**src/logic/dsr_pkg.sv**
```systemverilog
// Constants shared by the dual recirculating shift register design.
// Assumes a single 250 MHz system clock; every figure lives here once.
package dsr_pkg;
    // Storage geometry
    localparam int DSR_STAGES = 128;
    localparam int DSR_LANES = 2;
    // System clock rate and the low-phase limit of the shift clock pin
    localparam int DSR_CLK_MHZ = 250;
    localparam int DSR_LOW_MAX_US = 100;
    // Longest time converts exactly to whole cycles
    localparam int DSR_LOW_MAX_CYC = DSR_LOW_MAX_US * DSR_CLK_MHZ;
    // Output buffer geometry
    localparam int DSR_BUF_DEPTH = 2;
    // Values after reset
    localparam logic DSR_STAGE_RST = 1'h0;
    localparam logic [1:0] DSR_CNT_RST = 2'h0;
    localparam logic DSR_READY_RST = 1'h1;
endpackage

```
**src/logic/dsr_top.sv**
```systemverilog
// Dual 128-stage recirculating shift register driven by an external shift clock pin.
// Assumes all pins are synchronous to clk_in and the shift clock is far slower than clk_in.
//
// How it works
// - Two separate 128-bit chains each have their own data inputs and serial output.
// - A single shift clock pin advances both chains on the same event.
// - Each rising edge of the shift clock enters one bit and moves every bit toward the tail.
// - Select low enters the primary data bit, select high enters the recirculation bit.
// - With the shift clock held high the stored bits stay unchanged for any time once a held edge has been taken.
// - A master stage follows the input while the clock is low and hands it on at the rise.
`timescale 1ns/10ps
module dsr_top
    import dsr_pkg::*;
#(
    parameter int STAGES = DSR_STAGES,
    parameter int LOW_LIMIT_CYCLES = DSR_LOW_MAX_CYC
) (
    // Clock and reset
    input wire logic clk_in,
    input wire logic rst_in,
    // Shift clock and recirculation control
    input wire logic shift_clk_in,
    input wire logic recirculate_select_in,
    // Lane A data inputs
    input wire logic data_a_in,
    input wire logic recirc_a_in,
    // Lane B data inputs
    input wire logic data_b_in,
    input wire logic recirc_b_in,
    // Serial outputs
    output logic serial_a_out,
    output logic serial_b_out,
    // Buffered output stream of lane pairs
    output logic pair_valid_out,
    output logic [1:0] pair_data_out,
    input wire logic pair_ready_in,
    // Flow control and low-phase watch
    output logic shift_ready_out,
    output logic low_overrun_out
);
    if (STAGES < 2 || LOW_LIMIT_CYCLES < 1) begin : g_bad_params
        $error("dsr_top needs two stages and a positive low limit");
    end

    // Input selector shared by both lanes
    function automatic logic sel_bit(input logic rc, input logic d, input logic r);
        return rc ? r : d;
    endfunction

    logic clk_prev_q;
    logic [1:0] master_q;
    logic [1:0] master_d;
    logic pend_q;
    logic pend_d;
    logic rise;
    logic room;
    logic shift_en;
    logic [1:0] next_tail;
    logic [1:0] slot0_q;
    logic [1:0] slot0_d;
    logic [1:0] slot1_q;
    logic [1:0] slot1_d;
    logic [1:0] cnt_q;
    logic [1:0] cnt_d;
    logic valid_q;
    logic ready_q;
    logic pop;
    logic [31:0] low_cnt_q;
    logic [31:0] low_cnt_d;
    logic overrun_q;
    logic overrun_d;

    // Edge detect and shift gating; a held edge waits for buffer room
    assign rise = shift_clk_in & ~clk_prev_q;
    assign room = (cnt_q < 2'(DSR_BUF_DEPTH));
    assign shift_en = (rise | pend_q) & room;
    assign pop = valid_q & pair_ready_in;

    // Master stage: transparent while the clock is low, frozen while high
    always_comb begin
        master_d = master_q;
        if (!shift_clk_in) begin
            master_d[0] = sel_bit(recirculate_select_in, data_a_in, recirc_a_in);
            master_d[1] = sel_bit(recirculate_select_in, data_b_in, recirc_b_in);
        end
        pend_d = (rise | pend_q) & ~room;
    end

    always_ff @(posedge clk_in) begin
        if (rst_in) begin
            clk_prev_q <= 1'h1;
            master_q <= 2'h0;
            pend_q <= 1'h0;
        end else begin
            clk_prev_q <= shift_clk_in;
            master_q <= master_d;
            pend_q <= pend_d;
        end
    end

    // Two chains share the one enable so they never drift apart
    dsr_chain #(.STAGES(STAGES)) u_lane_a (
        .clk_in(clk_in),
        .rst_in(rst_in),
        .shift_en_in(shift_en),
        .bit_in(master_q[0]),
        .tail_out(serial_a_out),
        .next_tail_out(next_tail[0])
    );

    dsr_chain #(.STAGES(STAGES)) u_lane_b (
        .clk_in(clk_in),
        .rst_in(rst_in),
        .shift_en_in(shift_en),
        .bit_in(master_q[1]),
        .tail_out(serial_b_out),
        .next_tail_out(next_tail[1])
    );

    // Two-entry buffer; slot0 is always the head so the output is a flop
    always_comb begin
        slot0_d = slot0_q;
        slot1_d = slot1_q;
        cnt_d = cnt_q;
        case (cnt_q)
            2'h0: begin
                if (shift_en) begin
                    slot0_d = next_tail;
                    cnt_d = 2'h1;
                end
            end
            2'h1: begin
                if (shift_en && pop) begin
                    slot0_d = next_tail;
                end else if (shift_en) begin
                    slot1_d = next_tail;
                    cnt_d = 2'h2;
                end else if (pop) begin
                    cnt_d = 2'h0;
                end
            end
            2'h2: begin
                if (pop) begin
                    slot0_d = slot1_q;
                    cnt_d = 2'h1;
                end
            end
            default: begin
                cnt_d = DSR_CNT_RST;
            end
        endcase
    end

    always_ff @(posedge clk_in) begin
        if (rst_in) begin
            slot0_q <= 2'h0;
            slot1_q <= 2'h0;
            cnt_q <= DSR_CNT_RST;
            valid_q <= 1'h0;
            ready_q <= DSR_READY_RST;
        end else begin
            slot0_q <= slot0_d;
            slot1_q <= slot1_d;
            cnt_q <= cnt_d;
            valid_q <= (cnt_d != 2'h0);
            ready_q <= (cnt_d < 2'(DSR_BUF_DEPTH));
        end
    end

    assign pair_valid_out = valid_q;
    assign pair_data_out = slot0_q;
    assign shift_ready_out = ready_q;

    // Low-phase watch: the master is dynamic in the real part, so flag long lows
    always_comb begin
        low_cnt_d = 32'h0;
        overrun_d = 1'h0;
        if (!shift_clk_in) begin
            low_cnt_d = (low_cnt_q < 32'(LOW_LIMIT_CYCLES)) ? low_cnt_q + 32'h1 : low_cnt_q;
            overrun_d = (low_cnt_d >= 32'(LOW_LIMIT_CYCLES));
        end
    end

    always_ff @(posedge clk_in) begin
        if (rst_in) begin
            low_cnt_q <= 32'h0;
            overrun_q <= 1'h0;
        end else begin
            low_cnt_q <= low_cnt_d;
            overrun_q <= overrun_d;
        end
    end

    assign low_overrun_out = overrun_q;

    // Checks on the shift path, the master stage, the buffer and the low-phase watch
    a_master_track: assert property (@(posedge clk_in) disable iff (rst_in)
        !shift_clk_in |=> master_q[0] == $past(recirculate_select_in ? recirc_a_in : data_a_in))
        else $error("master stage did not follow lane A input while low");
    a_select_lane_b: assert property (@(posedge clk_in) disable iff (rst_in)
        (!shift_clk_in && recirculate_select_in) |=> master_q[1] == $past(recirc_b_in))
        else $error("lane B did not take the recirculation bit");
    a_master_freeze: assert property (@(posedge clk_in) disable iff (rst_in)
        (shift_clk_in && clk_prev_q) |=> master_q == $past(master_q))
        else $error("master stage moved while the clock was high");
    a_entry_bit: assert property (@(posedge clk_in) disable iff (rst_in)
        shift_en |=> u_lane_a.stage_q[0] == $past(master_q[0]))
        else $error("first stage did not take the master bit");
    a_lanes_lockstep: assert property (@(posedge clk_in) disable iff (rst_in)
        shift_en |=> u_lane_b.stage_q[0] == $past(master_q[1])
            && serial_b_out == $past(next_tail[1]))
        else $error("lane B did not shift with lane A");
    a_high_hold: assert property (@(posedge clk_in) disable iff (rst_in)
        (shift_clk_in && clk_prev_q && !pend_q)[*2] |=> $stable(u_lane_a.stage_q))
        else $error("storage changed while the clock was parked high");
    a_tail_step: assert property (@(posedge clk_in) disable iff (rst_in)
        shift_en |=> serial_a_out == $past(u_lane_a.stage_q[STAGES-2]))
        else $error("serial output did not advance by one stage");
    a_buffer_bound: assert property (@(posedge clk_in) disable iff (rst_in)
        (cnt_q == 2'h2) |-> !shift_en && !shift_ready_out)
        else $error("shift taken while the buffer was full");
    a_overrun_low: assert property (@(posedge clk_in) disable iff (rst_in)
        low_overrun_out |-> !clk_prev_q)
        else $error("low overrun flagged after a high clock");

    c_recirc_shift: cover property (@(posedge clk_in) disable iff (rst_in)
        shift_en && recirculate_select_in);
    c_buffer_full: cover property (@(posedge clk_in) disable iff (rst_in) cnt_q == 2'h2);
    c_held_edge: cover property (@(posedge clk_in) disable iff (rst_in) pend_q ##1 shift_en);
    c_overrun: cover property (@(posedge clk_in) disable iff (rst_in) $rose(low_overrun_out));
endmodule // dsr_top

```
**src/logic/dsr_chain.sv**
```systemverilog
// One serial storage chain with a one-cycle shift enable.
// Assumes the enable is already a single-cycle pulse in the clk_in domain.
`timescale 1ns/10ps
module dsr_chain
    import dsr_pkg::*;
#(
    parameter int STAGES = DSR_STAGES
) (
    // Clock and reset
    input wire logic clk_in,
    input wire logic rst_in,
    // Shift control and data
    input wire logic shift_en_in,
    input wire logic bit_in,
    // Chain taps
    output logic tail_out,
    output logic next_tail_out
);
    logic [STAGES-1:0] stage_q;
    logic [STAGES-1:0] stage_d;

    if (STAGES < 2) begin : g_bad_stages
        $error("dsr_chain needs at least two stages");
    end

    // Next contents: one position toward the tail per enable
    always_comb begin
        stage_d = stage_q;
        if (shift_en_in) begin
            stage_d = {stage_q[STAGES-2:0], bit_in};
        end
    end

    // Storage holds indefinitely between enables
    always_ff @(posedge clk_in) begin
        if (rst_in) begin
            stage_q <= {STAGES{DSR_STAGE_RST}};
        end else begin
            stage_q <= stage_d;
        end
    end

    assign tail_out = stage_q[STAGES-1];
    assign next_tail_out = stage_q[STAGES-2];
endmodule // dsr_chain

```
**config.mk**
```make
export PLATFORM = sky130hd
export DESIGN_NAME = dsr_top
export DESIGN_NICKNAME = d
export VERILOG_FILES = /design/src/logic/dsr_pkg.sv /design/src/logic/dsr_top.sv /design/src/logic/dsr_chain.sv
export SDC_FILE = /design/constraint.sdc
export NUM_CORES = 1
export LEC_CHECK = 0
export ABC_CLOCK_PERIOD_IN_PS = 2200
export BUFFER_PORTS_ARGS = -buffer_cell sky130_fd_sc_hd__buf_2
export CAP_MARGIN = 20
export CORE_UTILIZATION = 50
export CTS_CLUSTER_DIAMETER = 60
export DETAILED_ROUTE_END_ITERATION = 6
export PLACE_DENSITY = 0.73
export SLEW_MARGIN = 20
export SYNTH_ARGS = -nofsm -noshare
export SYNTH_HDL_FRONTEND = slang
export SYNTH_SLANG_ARGS = --single-unit
```
**constraint.sdc**
```tcl
create_clock -name clk_in -period 2.2 [get_ports clk_in]
set_input_delay 0.55 -clock clk_in [delete_from_list [all_inputs] [get_ports clk_in]]
set_output_delay 0.55 -clock clk_in [all_outputs]
set_load 0.05 [all_outputs]
```
==> impl_metrics.sql <==
INSERT INTO impl_metrics (metric_group, metric, value, unit) VALUES
('status', 'outcome', 'completed', ''),
('flow_run', 'cap_viol_max_count', '0', ''),
('route', 'route.final.wire_length', '18.0', 'mm'),
('clock_network', 'clk_pin_slew', '0.06', 'ns'),
('critical_path', 'cpPeakStageDelay', '0.53', 'ns'),
('sta', 'rsz0062_at_grt', 'false', ''),
('synthesis', 'avgSynthCellArea', '8.02', 'µm²'),
('critical_path', 'critPathArrivalTime', '2.52', 'ns'),
('global_routing', 'grtUsageTotal', '0.169', ''),
('critical_path', 'worst_path_cell_trace', 'nor3_2 -> o311a_1 -> nor2_4 -> buf_4 -> or4_1 -> a22oi_1 -> o32ai_1 -> a21oi_1', ''),
('critical_path', 'crit_path_top_delay_cell', 'or4_1', ''),
('clock_network', 'ctsLongestPathBuffers', '3', ''),
('cells_and_area', 'syn_to_final_growth', '14.0', '%'),
('synthesis', 'synth-compound-area-share', '0.140', ''),
('global_routing', 'overflow', '0', ''),
('clock_network', 'numCtsBuffers', '30', ''),
('sta', 'fmax', '487', 'MHz'),
('synthesis', 'synth-warning-count', '0', ''),
('floorplan', 'die-height', '148', 'µm'),
('synthesis', 'mappedNetlistNets', '1333', ''),
('global_routing', 'grt_pass1_vias', '7492', ''),
('route', 'vias', '8093', ''),
('synthesis', 'synth_cell_type_count', '47', ''),
('clock_network', 'tritoncts_clock_tree', 'built', ''),
('floorplan', 'fp.dieW', '148', 'µm'),
('cells_and_area', 'drive_above_1_share', '0.0784', ''),
('synthesis', 'post_synth_and_or_nand_nor_area_fraction', '0.233', ''),
('route', 'antenna_violating_nets_post_route', '0', ''),
('route', 'wire_per_inst', '11.3', 'µm'),
('cells_and_area', 'fillCellCount', '1802', ''),
('floorplan', 'total_die_area', '21800', 'µm²'),
('sta', 'final-setup-viol-count', '0', ''),
('place', 'io_buffer_count', '15', ''),
('sta', 'finalClockSkew', '0.00947', 'ns'),
('critical_path', 'timing.setup.critical_path_class', 'reg2reg', ''),
('clock_network', 'clock_latency_late_sink', '0.54', 'ns'),
('critical_path', 'critical_path.startpoint_type', 'flip-flop', ''),
('clock_network', 'clock-sinks', '301', ''),
('synthesis', 'ys_seq_elements', '301', ''),
('floorplan', 'initial_utilization', '0.517', ''),
('place', 'place_worst_setup_slack', '0.107', 'ns'),
('global_routing', 'grt_first_pass_wirelength', '32.1', 'mm'),
('route', 'detailedRoute.firstPassIterationCount', '5', ''),
('power', 'vdd.ir_drop.worst', '0.000475', 'V'),
('synthesis', 'syn-instance-count', '1323', ''),
('synthesis', 'synthesis.area', '10600', 'µm²'),
('cells_and_area', 'seqCellArea', '6030', 'µm²'),
('cells_and_area', 'num-nets-final', '1312', ''),
('place', 'globalplace.congestion', '0.875', ''),
('hold_path', 'hold_path_class', 'in2reg', ''),
('cells_and_area', 'antenna_cells', '0', ''),
('sta', 'timing.slew.headroom', '0.616', ''),
('sta', 'final-max-slew-violation-count', '0', ''),
('route', 'total_drc_errors_in_the_routed_layout', '0', ''),
('critical_path', 'timing.critical_path.fanout_max', '6', ''),
('synthesis', 'dominant_combinational_cell_family_by_area_after_synthesis', 'simple AND/OR/NAND/NOR gates', ''),
('synthesis', 'post_synth_mux_area_share', '0.00755', ''),
('floorplan', 'floorplan.core_area', '20500', 'µm²'),
('critical_path', 'crit_required', '2.67', 'ns'),
('synthesis', 'synth_xor_area_frac', '0.0116', ''),
('critical_path', 'timing.critical_path.buf_inv', '1', ''),
('sta', 'min_clock_period_post_route', '2.05', 'ns'),
('global_routing', 'grt_max_degree', '136', ''),
('sta', 'fin_setup_tns', '0', 'ns'),
('route', 'drt-initial-drc-count', '493', ''),
('synthesis', 'synthAdderAreaFrac', '0.00118', ''),
('sta', 'final_min_period_over_clock_period', '0.933', ''),
('critical_path', 'worstSetupEndpointType', 'flip-flop', ''),
('synthesis', 'synth-seq-area-share', '0.568', ''),
('place', 'dpl_hpwl', '10.0', 'mm'),
('floorplan', 'ioPinCount', '16', ''),
('route', 'route.detailed.vias_per_inst', '5.07', ''),
('sta', 'setup_slack', '0.147', 'ns'),
('clock_network', 'clock_tree.root_cell', 'clkbuf_16', ''),
('critical_path', 'crit_family', 'simple AND/OR/NAND/NOR gates', ''),
('clock_network', 'cts_max_level', '1', ''),
('global_routing', 'antenna_found_initial', '0', ''),
('sta', 'hold_violation_total_from_the_final_report', '0', ''),
('sta', 'tightest_slew', '0.575', 'ns'),
('power', 'leakagePower', '4.03', 'nW'),
('cells_and_area', 'multi_input_comb_area', '4180', 'µm²'),
('floorplan', 'row_count', '52', ''),
('power', 'powerDensity', '915', 'nW/µm²');
[timing repair]
item | 4_1_cts | 5_1_grt
hold buffers | 0 | 0
gates resized for setup | 0 | 1
setup endpoints to repair | 0 | 5
setup buffers | 0 | 1
[cell usage after synthesis, drive strengths merged]
cell    instances  area (µm²)
a32oi           2        17.5
a211oi          3        27.5
inv             5        18.8
o32ai           1        8.76
nor3b           1        7.51
nand2b          1        6.26
or2             3        18.8
a21oi         264        1320
nor4b           1        15.0
o21ai           5        25.0
ha              1        12.5
nand3          10        50.1
nor3            5        30.0
o22a            1        8.76
and2           17         108
xnor2           4        35.0
nand2         522        1970
nand4           4        25.0
nor2           33         134
mux2i           8        80.1
o311a           1        10.0
a32o            1        10.0
or4             2        15.0
xor2           10        87.6
a22oi           1        7.51
a211o           1        8.76
and3            3        18.8
nand4b          1        8.76
nor4            5        46.3
clkbuf         81         304
o211ai          1        7.51
dfxtp         301        6030
buf            16        85.1
nor2b           3        18.8
o21a            2        15.0
a31oi           3        18.8
[sequential cells by signal (all words and copies together) (netlist names), 2 cells and up]
| signal | count |
|---|---|
| cnt_q | 2 |
| low_cnt_q | 32 |
| master_q | 2 |
| pair_data_out | 2 |
| slot1_q | 2 |
| u_lane_a.stage_q | 128 |
| u_lane_b.stage_q | 128 |
[worst register-to-register path: cells and delay by family, from the launching register on]
| kind | cells | cell delay, ns |
|---|---|---|
| and+or+nand+nor | 3 | 0.79 |
| AOI/OAI and AO/OA | 4 | 0.67 |
| DFF | 1 | 0.36 |
| buffers and inverters | 1 | 0.17 |
[placed cells by master (no fill, tap or decap), types with 5 or more instances in the layout]
cell       count
clkinv_2       5
nand2_1      521
clkbuf_16     31
clkbuf_8       8
nand3_1       10
buf_12        13
buf_2         14
nor2_1        30
inv_1          5
xor2_1        10
dfxtp_1      301
mux2i_1        8
buf_4         16
a21oi_1      264
clkbuf_1       8
and2_1        16
[layer usage]
metal	vias up	share of wire	GRT usage
met1	3743	0.48	0.218
met2	79	0.47	0.290
met3	21	0.033	0.0287
met5	-	0	0
li1	4250	-	-
met4	0	0.015	0.0485
[area by class of cell]
type | count | area share
Timing Repair Buffer | 44 | 0.0384
Sequential cell | 301 | 0.499
Tap cell | 270 | 0.0279
Multi-Input combinational cell | 920 | 0.346
Clock inverter | 10 | 0.0129
Clock buffer | 46 | 0.0746
Inverter | 5 | 0.00155
[path summary, 6_finish.rpt]
path         slack, ns                    to  cells past startpoint                  from
max               0.15       low_overrun_out                      8          low_cnt_q[6]
min               0.31       shift_ready_out                      2         pair_ready_in
max reg2reg       0.15       low_overrun_out                      8          low_cnt_q[6]
min reg2reg       0.45  u_lane_a.stage_q[30]                      2  u_lane_a.stage_q[29]
[cells by family after synthesis]
family | count (synthesis)
buffers and inverters | 102
muxes | 8
xor gates and xnor gates | 14
AOI/OAI and AO/OA | 286
adders and majority gates | 1
and+or+nand+nor | 611
DFF | 301
[metrics by stage]
stage               cells  area (µm²)  hold WS (ns)  power, mW   util
finish               1596       12100         0.311       11.1  0.590
detailed placement   1539       11000         0.443       5.88  0.538
global route         1596       12100         0.294       11.5  0.590
CTS                  1595       12100         0.288       11.2  0.589
floorplan            1323       10600         0.430       5.79      -
global placement     1539       11000         0.436       5.88  0.538
[power by group]
part           switching [mW]  leakage (nW)  internal (mW)
clock network            2.01         0.524           3.29
registers             0.00729          2.42           5.46
logic                   0.222          1.08         0.0687
total                    2.24          4.03           8.82
No activity file was read; power rests on OpenSTA's default activity.
